### src/rtl/frb_pkg.sv
/*
 * constants, types and carriers shared by the flash read buffer controller.
 * assumes a flash array of 128-bit words behind one 32-bit bus slave port.
 */
package frb_pkg;
    // flash word geometry
    localparam int FW_BITS       = 128;
    localparam int BUS_BITS      = 32;
    localparam int FW_ADDR_W     = 16;       // flash word index, off[19:4]
    localparam int OFS_W         = 20;       // byte offset inside flash
    localparam int PAGE_WORDS_LOG = 5;       // 32 flash words per page
    localparam int PAGE_W        = FW_ADDR_W - PAGE_WORDS_LOG;
    localparam int SMALL_PAGES   = 16;
    localparam int LARGE_PAGES   = 128;
    localparam logic [1:0] LAST_LANE = 2'h3;

    // address map
    localparam logic [31:0] FLASH_BASE = 32'h2000_0000;
    localparam logic [31:0] LARGE_BASE = 32'h2001_0000;
    localparam logic [OFS_W-1:0] LARGE_OFS = 20'h1_0000;
    localparam logic [4:0] SMALL_FIRST = 5'h0b; // small sectors 11..18
    localparam logic [3:0] LARGE_SKEW  = 4'h1;  // large sector n at n+1
    localparam int N_SECT_MAX    = 19;

    // index sector word layout
    localparam int IDX_JTAG_BIT  = 31;
    localparam int IDX_PROG_BIT  = 30;
    localparam logic [FW_ADDR_W-1:0] IDX_WORD = 16'h0000;

    // wait states above this figure defeat zero-wait speculation
    localparam logic [7:0] SPEC_FULL_WST = 8'h03;
    localparam logic [7:0] WST_RESET     = 8'h03;

    // read timing and buffering modes
    typedef enum logic [2:0] {
        MODE_SYNC_NOBUF   = 3'h0,
        MODE_SYNC_SINGLE  = 3'h1,
        MODE_ASYNC_NOBUF  = 3'h2,
        MODE_ASYNC_SINGLE = 3'h3,
        MODE_ASYNC_DUAL1  = 3'h4,
        MODE_ASYNC_DUALA  = 3'h5
    } frb_mode_e;

    typedef enum logic [4:0] {
        ST_INIT  = 5'b00001,
        ST_IDLE  = 5'b00010,
        ST_FETCH = 5'b00100,
        ST_ERR1  = 5'b01000,
        ST_ERR2  = 5'b10000
    } frb_state_e;

    // bus request side
    typedef struct packed {
        logic                hsel;
        logic [31:0]         haddr;
        logic [1:0]          htrans;
        logic                hwrite;
        logic [BUS_BITS-1:0] hwdata;
        logic                hready;
    } frb_ahb_in_s;

    // commands toward the flash array
    typedef struct packed {
        logic                 rd;
        logic                 abort;
        logic                 index;
        logic [FW_ADDR_W-1:0] rd_addr;
        logic                 load;
        logic                 burn;
        logic                 erase;
        logic [FW_ADDR_W-1:0] wr_addr;
        logic [4:0]           sector;
        logic [FW_BITS-1:0]   wdata;
    } frb_arr_cmd_s;
endpackage

### src/rtl/frb_wait_timer.sv
/*
 * down counter timing array reads and the power-on initialization.
 * assumes load is a one-cycle strobe; a load while running restarts it.
 */
`timescale 1ns/1ps
module frb_wait_timer #(
    parameter int W = 16
) (
    input  wire logic         clock,
    input  wire logic         rst_n,
    input  wire logic         load,
    input  wire logic [W-1:0] value,
    output logic              busy,
    output logic              done
);
    logic [W-1:0] count;

    // count down to zero, then stop
    always_ff @(posedge clock) begin
        if (!rst_n) begin
            count <= '0;
            busy  <= 1'b0;
        end else if (load) begin
            count <= value;
            busy  <= 1'b1;
        end else if (busy) begin
            if (count == '0) begin
                busy <= 1'b0;
            end else begin
                count <= count - 1'b1;
            end
        end
    end

    // done in the last counted cycle
    assign done = busy && (count == '0);
endmodule // frb_wait_timer

### src/rtl/frb_ctrl.sv
/*
 * flash read buffer controller: bus slave, buffers, program, erase.
 * assumes arr_rdata valid when the wait timer ends and arr_done
 * pulses at the end of a burn or erase; config comes as plain ports.
 */
// Function
// - fetch 128-bit words, two buffer lines
// - stall flash transfers until initialization ends
// - read index sector; block secured sector reads
// - jtag protection disables jtag and debug
// - synchronous timing: no abort, no speculation
// - asynchronous timing: abort allows speculation, dual
// - buffer line serves any of four words
// - no buffering: every read hits array
// - same-word read served with zero waits
// - other word: new read with wait states
// - always-speculative primary hit copies to secondary, speculates next
// - invalidate lines on init, config, latch, index
// - reset mode is synchronous single buffer
// - single-speculative: miss, then one speculative read
// - always-speculative: copy and launch on every miss, and on primary hits while no speculation runs
// - program whole 128-bit words only
// - pages of 32 flash words
// - small sectors 11-18 first, large follow
// - index select overlays; programmed index unerasable
// - insert programmed read wait states
// - over three waits speculation loses zero-wait
// - flags for burn and erase finished
`timescale 1ns/1ps
module frb_ctrl #(
    parameter int          INIT_CYCLES = 64,
    parameter logic [3:0]  N_LARGE     = 4'hb
) (
    input  wire logic                       clock,
    input  wire logic                       rst_n,
    input  wire frb_pkg::frb_ahb_in_s       ahb_in,
    output logic [frb_pkg::BUS_BITS-1:0]    hrdata,
    output logic                            hreadyout,
    output logic                            hresp,
    input  wire logic                       cfg_write,
    input  wire frb_pkg::frb_mode_e         cfg_mode,
    input  wire logic [7:0]                 cfg_wst,
    input  wire logic                       cfg_index_sel,
    input  wire logic                       latch_read,
    input  wire logic                       burn_start,
    input  wire logic [frb_pkg::PAGE_W-1:0] burn_page,
    input  wire logic                       erase_start,
    input  wire logic [4:0]                 erase_sector,
    input  wire logic                       burn_done_clr,
    input  wire logic                       erase_done_clr,
    output frb_pkg::frb_arr_cmd_s           arr_cmd,
    input  wire logic [frb_pkg::FW_BITS-1:0] arr_rdata,
    input  wire logic                       arr_done,
    output logic                            burn_done_flag,
    output logic                            erase_done_flag,
    output logic                            erase_refused,
    output logic                            op_busy,
    output logic                            init_done,
    output logic                            jtag_access_en,
    output logic                            debug_en,
    output logic                            spec_slow,
    output frb_pkg::frb_mode_e              read_mode,
    output logic [7:0]                      read_wait_states,
    output logic                            index_sector_select
);
    localparam int FA = frb_pkg::FW_ADDR_W;
    localparam logic [15:0] INIT_LOAD = 16'(INIT_CYCLES - 1);

    frb_pkg::frb_state_e     state;
    logic [frb_pkg::FW_BITS-1:0] prim, sec, latch, prot;
    logic [FA-1:0]           prim_tag, sec_tag, spec_tag, req_fw, wr_fw;
    logic                    prim_v, sec_v, spec_busy, spec_budget;
    logic [1:0]              req_sel, wr_sel;
    logic                    req_idx, init_go, wr_ph, prot_v;
    logic                    pend_v, pend_wr, op_burn;
    logic                    t_load, t_busy, t_done;
    logic [15:0]             t_value;

    // request decode
    logic               accept, rd_acc, buf_en, dual, async_t;
    logic [frb_pkg::OFS_W-1:0] off;
    logic [FA-1:0]      fw;
    logic [4:0]         sector;
    logic               range_err, sec_err, bad, hit_p, hit_s, erase_blocked;
    logic               ev_err, ev_hit_p, ev_hit_s, ev_miss, join_spec;
    logic               miss_start, init_kick, init_end, fetch_end;
    logic               spec_end, launch, start_pend, invalidate;

    assign accept  = ahb_in.hsel && ahb_in.htrans[1] && ahb_in.hready;
    assign off     = ahb_in.haddr[frb_pkg::OFS_W-1:0];
    assign fw      = off[frb_pkg::OFS_W-1:4];
    assign async_t = read_mode >= frb_pkg::MODE_ASYNC_NOBUF;
    assign buf_en  = read_mode != frb_pkg::MODE_SYNC_NOBUF &&
                     read_mode != frb_pkg::MODE_ASYNC_NOBUF;
    assign dual    = read_mode == frb_pkg::MODE_ASYNC_DUAL1 ||
                     read_mode == frb_pkg::MODE_ASYNC_DUALA;

    // sector number from the flash offset
    always_comb begin
        range_err = 1'b0;
        if (off < frb_pkg::LARGE_OFS) begin
            sector = frb_pkg::SMALL_FIRST + {2'h0, off[15:13]};
        end else begin
            sector = {1'b0, off[19:16] - frb_pkg::LARGE_SKEW};
            range_err = (off[19:16] - frb_pkg::LARGE_SKEW) >= N_LARGE;
        end
    end

    // secured sectors refuse reads once protection is known
    assign sec_err = prot_v && prot[sector] && !index_sector_select;
    assign bad     = range_err || sec_err;
    assign hit_p   = buf_en && prim_v && prim_tag == fw && !index_sector_select;
    assign hit_s   = dual && sec_v && sec_tag == fw && !index_sector_select;

    assign rd_acc    = state == frb_pkg::ST_IDLE && accept && !ahb_in.hwrite;
    assign ev_err    = rd_acc && bad;
    assign ev_hit_p  = rd_acc && !bad && hit_p;
    assign ev_hit_s  = rd_acc && !bad && !hit_p && hit_s;
    assign ev_miss   = rd_acc && !bad && !hit_p && !hit_s;
    assign join_spec = ev_miss && spec_busy && !t_done && fw == spec_tag &&
                       !index_sector_select;
    assign miss_start = ev_miss && !join_spec;
    assign init_kick = state == frb_pkg::ST_INIT && !init_go;
    assign init_end  = state == frb_pkg::ST_INIT && init_go && t_done;
    assign start_pend = init_end && pend_v && !pend_wr;
    assign fetch_end = state == frb_pkg::ST_FETCH && t_done;
    assign spec_end  = state == frb_pkg::ST_IDLE && spec_busy && t_done;
    // speculate after a dual-mode miss, and on primary hits
    // in always-speculative mode
    assign launch = dual && !index_sector_select &&
                    ((fetch_end && (spec_budget ||
                      read_mode == frb_pkg::MODE_ASYNC_DUALA)) ||
                     (ev_hit_p && !spec_busy &&
                      read_mode == frb_pkg::MODE_ASYNC_DUALA));
    assign invalidate = cfg_write || latch_read;

    assign t_load  = init_kick || start_pend || miss_start || launch;
    assign t_value = init_kick ? INIT_LOAD : {8'h00, read_wait_states};

    frb_wait_timer #(
        .W (16)
    ) u_timer (
        .clock (clock),
        .rst_n (rst_n),
        .load  (t_load),
        .value (t_value),
        .busy  (t_busy),
        .done  (t_done)
    );

    // config registers, reset to sync single buffer
    always_ff @(posedge clock) begin
        if (!rst_n) begin
            read_mode           <= frb_pkg::MODE_SYNC_SINGLE;
            read_wait_states    <= frb_pkg::WST_RESET;
            index_sector_select <= 1'b0;
        end else if (cfg_write) begin
            read_mode           <= cfg_mode;
            read_wait_states    <= cfg_wst;
            index_sector_select <= cfg_index_sel;
        end
    end

    // main sequence
    always_ff @(posedge clock) begin
        if (!rst_n) begin
            state   <= frb_pkg::ST_INIT;
            init_go <= 1'b0;
        end else begin
            case (state)
                frb_pkg::ST_INIT: begin
                    init_go <= 1'b1;
                    if (init_end) begin
                        state <= start_pend ? frb_pkg::ST_FETCH
                                            : frb_pkg::ST_IDLE;
                    end
                end
                frb_pkg::ST_IDLE: begin
                    if (ev_err) begin
                        state <= frb_pkg::ST_ERR1;
                    end else if (ev_miss) begin
                        state <= frb_pkg::ST_FETCH;
                    end
                end
                frb_pkg::ST_FETCH: begin
                    if (t_done) begin
                        state <= frb_pkg::ST_IDLE;
                    end
                end
                frb_pkg::ST_ERR1: state <= frb_pkg::ST_ERR2;
                default:          state <= frb_pkg::ST_IDLE;
            endcase
        end
    end

    // stall in init, fetch and first error cycle
    assign hreadyout = state == frb_pkg::ST_IDLE ||
                       state == frb_pkg::ST_ERR2;
    assign hresp     = state == frb_pkg::ST_ERR1 ||
                       state == frb_pkg::ST_ERR2;

    // request capture, incl. one held over init
    always_ff @(posedge clock) begin
        if (!rst_n) begin
            req_fw  <= '0;
            req_sel <= 2'h0;
            req_idx <= 1'b0;
            pend_v  <= 1'b0;
            pend_wr <= 1'b0;
        end else begin
            if (accept && (state == frb_pkg::ST_IDLE ||
                           state == frb_pkg::ST_INIT)) begin
                req_fw  <= fw;
                req_sel <= ahb_in.haddr[3:2];
                req_idx <= index_sector_select;
            end
            if (accept && state == frb_pkg::ST_INIT) begin
                pend_v  <= 1'b1;
                pend_wr <= ahb_in.hwrite;
            end else if (init_end) begin
                pend_v  <= 1'b0;
            end
        end
    end

    // flash output is primary, secondary a copy
    always_ff @(posedge clock) begin
        if (!rst_n) begin
            prim        <= '0;
            sec         <= '0;
            prim_tag    <= '0;
            sec_tag     <= '0;
            spec_tag    <= '0;
            prim_v      <= 1'b0;
            sec_v       <= 1'b0;
            spec_busy   <= 1'b0;
            spec_budget <= 1'b0;
        end else if (init_end || invalidate) begin
            prim_v    <= 1'b0;
            sec_v     <= 1'b0;
            spec_busy <= 1'b0;
        end else begin
            if (miss_start || start_pend) begin
                prim_v      <= 1'b0;
                spec_busy   <= 1'b0;
                spec_budget <= 1'b1;
            end else if (spec_end) begin
                // speculative word lands in the primary line
                prim      <= arr_rdata;
                prim_tag  <= spec_tag;
                prim_v    <= 1'b1;
                spec_busy <= 1'b0;
            end
            if (join_spec) begin
                spec_busy <= 1'b0;
            end
            if (fetch_end) begin
                prim     <= arr_rdata;
                prim_tag <= req_fw;
                prim_v   <= buf_en && !req_idx;
            end
            if (launch) begin
                // copy the latest word aside, then read the next one
                sec         <= fetch_end ? arr_rdata : prim;
                sec_tag     <= fetch_end ? req_fw : prim_tag;
                sec_v       <= 1'b1;
                prim_v      <= 1'b0;
                spec_tag    <= (fetch_end ? req_fw : prim_tag) + 1'b1;
                spec_busy   <= 1'b1;
                spec_budget <= 1'b0;
            end
        end
    end

    // read data: any of the four words of a line
    always_ff @(posedge clock) begin
        if (!rst_n) begin
            hrdata <= '0;
        end else if (ev_hit_p) begin
            hrdata <= prim[{ahb_in.haddr[3:2], 5'h00} +: 32];
        end else if (ev_hit_s) begin
            hrdata <= sec[{ahb_in.haddr[3:2], 5'h00} +: 32];
        end else if (fetch_end) begin
            hrdata <= arr_rdata[{req_sel, 5'h00} +: 32];
        end
    end

    // protection word from the power-on index read
    always_ff @(posedge clock) begin
        if (!rst_n) begin
            prot           <= '0;
            prot_v         <= 1'b0;
            init_done      <= 1'b0;
            jtag_access_en <= 1'b0;
            debug_en       <= 1'b0;
        end else if (init_end) begin
            prot           <= arr_rdata;
            prot_v         <= 1'b1;
            init_done      <= 1'b1;
            jtag_access_en <= !arr_rdata[frb_pkg::IDX_JTAG_BIT];
            debug_en       <= !arr_rdata[frb_pkg::IDX_JTAG_BIT];
        end
    end

    // speculation cannot keep up beyond three wait states
    assign spec_slow = dual &&
                       read_wait_states > frb_pkg::SPEC_FULL_WST;

    // write data phase fills the data latch
    always_ff @(posedge clock) begin
        if (!rst_n) begin
            wr_ph  <= 1'b0;
            wr_fw  <= '0;
            wr_sel <= 2'h0;
            latch  <= '0;
        end else begin
            wr_ph <= (accept && ahb_in.hwrite &&
                      state == frb_pkg::ST_IDLE) ||
                     (init_end && pend_v && pend_wr);
            if (accept && state == frb_pkg::ST_IDLE) begin
                wr_fw  <= fw;
                wr_sel <= ahb_in.haddr[3:2];
            end else if (init_end) begin
                wr_fw  <= req_fw;
                wr_sel <= req_sel;
            end
            if (wr_ph) begin
                latch[{wr_sel, 5'h00} +: 32] <= ahb_in.hwdata;
            end
        end
    end

    // array commands, one field per kind
    always_ff @(posedge clock) begin
        if (!rst_n) begin
            arr_cmd <= '0;
        end else begin
            arr_cmd.rd    <= 1'b0;
            arr_cmd.abort <= 1'b0;
            arr_cmd.load  <= 1'b0;
            arr_cmd.burn  <= 1'b0;
            arr_cmd.erase <= 1'b0;
            if (init_kick) begin
                arr_cmd.rd      <= 1'b1;
                arr_cmd.index   <= 1'b1;
                arr_cmd.rd_addr <= frb_pkg::IDX_WORD;
            end else if (miss_start || start_pend) begin
                arr_cmd.rd      <= 1'b1;
                // only asynchronous timing may cut a read short
                arr_cmd.abort   <= spec_busy && async_t;
                arr_cmd.index   <= miss_start ? index_sector_select : req_idx;
                arr_cmd.rd_addr <= miss_start ? fw : req_fw;
            end else if (launch) begin
                arr_cmd.rd      <= 1'b1;
                arr_cmd.index   <= 1'b0;
                arr_cmd.rd_addr <= (fetch_end ? req_fw : prim_tag) + 1'b1;
            end
            if (wr_ph && wr_sel == frb_pkg::LAST_LANE) begin
                // a flash word goes to the page only when complete
                arr_cmd.load    <= 1'b1;
                arr_cmd.wr_addr <= wr_fw;
                arr_cmd.wdata   <= {ahb_in.hwdata, latch[95:0]};
            end else if (burn_start && !op_busy) begin
                arr_cmd.burn    <= 1'b1;
                arr_cmd.wr_addr <= {burn_page,
                                    {frb_pkg::PAGE_WORDS_LOG{1'b0}}};
            end
            if (erase_start && !op_busy && !erase_blocked) begin
                arr_cmd.erase  <= 1'b1;
                arr_cmd.sector <= erase_sector;
            end
        end
    end

    // a programmed index sector cannot be erased
    assign erase_blocked = index_sector_select &&
                           prot[frb_pkg::IDX_PROG_BIT];

    // a started burn or erase runs to its end
    always_ff @(posedge clock) begin
        if (!rst_n) begin
            op_busy       <= 1'b0;
            op_burn       <= 1'b0;
            erase_refused <= 1'b0;
        end else begin
            erase_refused <= erase_start && !op_busy && erase_blocked;
            if (op_busy) begin
                if (arr_done) begin
                    op_busy <= 1'b0;
                end
            end else if (burn_start) begin
                op_busy <= 1'b1;
                op_burn <= 1'b1;
            end else if (erase_start && !erase_blocked) begin
                op_busy <= 1'b1;
                op_burn <= 1'b0;
            end
        end
    end

    // done flags; set wins over clear
    always_ff @(posedge clock) begin
        if (!rst_n) begin
            burn_done_flag  <= 1'b0;
            erase_done_flag <= 1'b0;
        end else begin
            if (op_busy && arr_done && op_burn) begin
                burn_done_flag <= 1'b1;
            end else if (burn_done_clr) begin
                burn_done_flag <= 1'b0;
            end
            if (op_busy && arr_done && !op_burn) begin
                erase_done_flag <= 1'b1;
            end else if (erase_done_clr) begin
                erase_done_flag <= 1'b0;
            end
        end
    end
endmodule // frb_ctrl

### config.mk
export PLATFORM = sky130hd
export DESIGN_NAME = frb_ctrl
export DESIGN_NICKNAME = d
export VERILOG_FILES = /design/src/rtl/frb_pkg.sv /design/src/rtl/frb_wait_timer.sv /design/src/rtl/frb_ctrl.sv
export SDC_FILE = /design/constraint.sdc
export NUM_CORES = 2
export LEC_CHECK = 0
export ABC_AREA = 0
export BUFFER_PORTS_ARGS = -buffer_cell sky130_fd_sc_hd__buf_2
export CAP_MARGIN = 0
export CORE_MARGIN = 2
export CORE_UTILIZATION = 35
export DETAILED_ROUTE_END_ITERATION = 16
export GPL_TIMING_DRIVEN = 0
export PLACE_DENSITY = 0.6
export SLEW_MARGIN = 20
export SYNTH_ARGS = -nofsm -noshare
export SYNTH_HDL_FRONTEND = slang
export SYNTH_SLANG_ARGS = --single-unit
### constraint.sdc
create_clock -name clock -period 5.4 [get_ports clock]
set_input_delay 0.27 -clock clock [delete_from_list [all_inputs] [get_ports clock]]
set_output_delay 0.27 -clock clock [all_outputs]
set_load 0.01 [all_outputs]
==> impl_metrics.csv <==
group,metric,value,unit
placement,dp_hpwl,111.0,mm
synthesis,ys.flop_type,"dfxtp_1",
floorplan,die_area,97790,sq um
power,seqPwrFrac,0.447,
placement,dp_slack,-415.1,ps
floorplan,die_w,312.7,um
clock_network,cts_buffers,83,
power,p_int,8.992,mW
synthesis,ys_warn_count,0,
grt,gr-usage-met2,0.4734,
critical_path,endpoint_kind,"register",
status,outcome,"finished, final reports clean",
clock_network,cts_tree,"yes",
floorplan,die_height,312.7,um
timing,holdWs,40.42,ps
timing,rsz0062_at_grt,"no",
clock_network,cts-htree-levels,3,
power,power_frac_comb,0.077,
routing,vias,33340,
grt,use_met3,0.07417,
critical_path,worstPathArrival,5600,ps
grt,overflow,0,
power,p_per_area,288.5,nW/um^2
power,power,12.07,mW
synthesis,synth_edf_count,0,
timing,finalSetupViolCount,0,
timing,fmax,196.1,MHz
critical_path,critical_path_class,"register to register",
routing,post_drt_via_cell_ratio,5.960,
floorplan,initial_core_util,0.3521,
job,drv_cap,0,
critical_path,cp-start-kind,"register",
finish,finish.instance_area,41840,sq um
timing,skew,40.25,ps
clock_network,clk_transition_reported_paths,60,ps
critical_path,required,5900,ps
routing,first_iter_violations,3831,
synthesis,syn-num-nets,3796,
clock_network,cts.sinks,721,
hold_path,hp-class,"input port to register",
power,clock_power_share,0.475,
routing,final_antenna_net_count,0,
clock_network,ctsLongestPathBuffers,3,
grt,grt_use_total,0.3023,
placement,dp.cells,5242,
timing,period_minus_slack,5100,ps
clock_network,clkLatencyLatePin,680,ps
grt,met1_usage,0.3836,
grt,grt_pass1_vias,32140,
routing,drc,0,
power,p_sw,3.079,mW
floorplan,fp.coreArea,94730,sq um
placement,place_area,37090,sq um
grt,grt_busiest_layer,"met2",
routing,drt_wl_total,153.8,mm
placement,numPortBuffers,426,
floorplan,fp-row-count,113,
clock_network,cts_root_buf,"clkbuf_16",
synthesis,synth_seq_cells,721,
floorplan,io_pins,459,
timing,hold_violations,0,
timing,slew_violations,0,
synthesis,synthCells,3551,
finish,drive_above_1_share,0.1963,
synthesis,syn_avg_cell_area,9.394,sq um
grt,grt_pass1_wl,220.2,mm
finish,fin_nets,4509,
synthesis,synth_cell_types,82,
power,p_leak,15.89,nW
finish,area_growth,25.44,%
routing,drtPass1Iterations,8,
timing,setup_ws,300.0,ps
synthesis,yosysSeqAreaShare,0.4327,
timing,relSlewSlack,0.1624,
synthesis,synthArstFlopShare,0,
finish,fillCellCount,9337,
finish,instances_no_fill,5593,
placement,gp_congestion,0.9689,
power,ir_drop,0.0001860,V
timing,timing.final.crit_share,0.9444,
grt,antenna_found_initial,9,
routing,wl_per_cell,27.49,um
timing,tightest_slew,1256,ps
power,sw_frac_of_total,0.2551,
critical_path,critPathMaxFanout,10,
grt,grt_max_degree,13,
synthesis,synth_area,33360,sq um
==> logic make-up after synthesis <==
logic type	after synthesis	synth area share
adders and majority gates	11	0.004126
buffers and inverters	395	0.05146
AOI/OAI and AO/OA	975	0.2136
muxes	299	0.1300
xor gates and xnor gates	84	0.02206
DFF	721	0.4327
and+or+nand+nor	1066	0.1460
==> through the flow <==
step                      setup TNS [ps]  utilization
after floorplan                        0            -
after global placement            -495.5       0.3913
after detailed placement          -455.1       0.3915
after CTS                              0       0.4406
after global routing                   0       0.4416
final                                  0       0.4417
==> worst max-delay path, cell delays in order (launching register included) <==
cell	delay, ps
dfxtp_1	370
inv_1	60
ha_1	260
and3_1	180
clkbuf_1	150
nand4_1	220
buf_2	420
clkdlybuf4s18_2	600
nand2_1	100
nand2_1	110
ha_1	160
clkbuf_1	370
nand2_1	110
nor2_1	270
nand3_1	120
mux2_2	340
nor3_1	340
nor3_1	80
a21boi_0	560
a21oi_1	130
==> what timing repair did <==
item | CTS | global route
cloned | 0 | 0
hold endpoints to repair | 419 | 0
hold buffers | 195 | 0
setup endpoints to repair | 3 | 2
resized for setup | 3 | 2
pin swaps | 0 | 2
setup buffers | 0 | 7
==> synth_stat cells (6+ instances only) <==
cell type | count | area share
xor2_1 | 47 | 0.012
nand2b_1 | 6 | 0.0011
a41oi_1 | 10 | 0.0026
a31oi_1 | 23 | 0.0043
nand3_1 | 34 | 0.0051
nor2b_1 | 7 | 0.0013
o31ai_1 | 135 | 0.030
ha_1 | 11 | 0.0041
xnor2_1 | 37 | 0.0097
buf_2 | 34 | 0.0051
nor4_1 | 17 | 0.0032
and3_1 | 27 | 0.0051
a21oi_1 | 347 | 0.052
a311oi_1 | 34 | 0.0089
o221a_1 | 20 | 0.0068
a21boi_0 | 7 | 0.0016
inv_1 | 36 | 0.0041
o211ai_1 | 8 | 0.0018
a22oi_1 | 101 | 0.023
buf_4 | 12 | 0.0027
and2_1 | 6 | 0.0011
o2bb2ai_2 | 60 | 0.027
nor4b_1 | 8 | 0.0021
dfxtp_1 | 721 | 0.43
mux2i_1 | 187 | 0.056
buf_1 | 14 | 0.0016
a211oi_1 | 24 | 0.0054
o22ai_1 | 6 | 0.0011
o21ai_0 | 41 | 0.0062
nand2_1 | 495 | 0.056
o2bb2ai_1 | 94 | 0.025
nor3_1 | 39 | 0.0059
o21a_1 | 30 | 0.0068
clkbuf_1 | 280 | 0.032
mux4_2 | 107 | 0.072
nor2_1 | 251 | 0.028
buf_6 | 18 | 0.0061
nand4_1 | 140 | 0.026
==> metal layers <==
layer / vias up / wire [um]
met5: - / 52
met4: 8 / 8752
met3: 483 / 16010
met2: 2130 / 68290
met1: 16200 / 60650
li1: 14520 / -
==> cell type report <==
class / count / area (sq um) / share of cell area
diodes: 8 / 20.02 / 0.0004784
plain buffers: 359 / 1605 / 0.03836
clock buffers: 116 / 2401 / 0.05738
clock inverters: 25 / 284.0 / 0.006788
inverters: 36 / 135.1 / 0.003229
multi-input cells: 2435 / 17230 / 0.4118
flip-flops and latches: 721 / 14430 / 0.3450
well taps: 1265 / 1583 / 0.03783
repair buffers: 628 / 4149 / 0.09916
==> power by group through the flow <==
| stage | Sequential, mW | Combinational, mW | Clock (mW) |
|---|---|---|---|
| after floorplan | 5.51 | 0.395 | 0 |
| after global placement | 5.52 | 0.788 | 0 |
| after detailed placement | 5.52 | 0.792 | 0 |
| after CTS | 5.40 | 0.910 | 5.76 |
| after global routing | 5.40 | 0.974 | 6.00 |
| final | 5.40 | 0.933 | 5.74 |
==> placed cells by master, fill, tap and decap left out, drive strengths merged, types with 14 or more instances in the layout <==
cell type,netlist,layout
clkbuf,280,397
inv,36,40
mux4,107,107
a211oi,25,25
dlygate4sd3,0,195
nand4,140,140
clkinv,0,14
and3,27,27
o2bb2ai,154,154
xnor2,37,37
nor2,253,253
xor2,47,47
o21a,30,30
mux2i,187,187
o31ai,135,135
a21oi,350,350
nor3,42,42
a31oi,23,23
a311oi,35,35
dfxtp,721,721
buf,79,510
nand3,37,37
a22oi,101,101
nor4,21,21
nand2,495,495
o21ai,45,45
o221a,25,25
==> sequential cells by signal, indices dropped and copies added (netlist names), 16 cells and up <==
name,count
req_fw,16
hrdata,32
arr_cmd,171
prim,128
u_timer.count,16
latch,96
wr_fw,16
prot,32
sec_tag,16
sec,128
spec_tag,16
prim_tag,16
==> path summary, 6_finish.rpt <==
check | cells past startpoint | end | from | slack, ps
hold / removal | 3 | arr_cmd[145] | burn_page[7] | 40
setup / recovery | 19 | arr_cmd[166] | u_timer.count[0] | 300
setup reg to reg | 19 | arr_cmd[166] | u_timer.count[0] | 300
hold reg to reg | 2 | arr_cmd[78] | latch[78] | 450
Note: power is estimated with default switching activity, not from simulation.
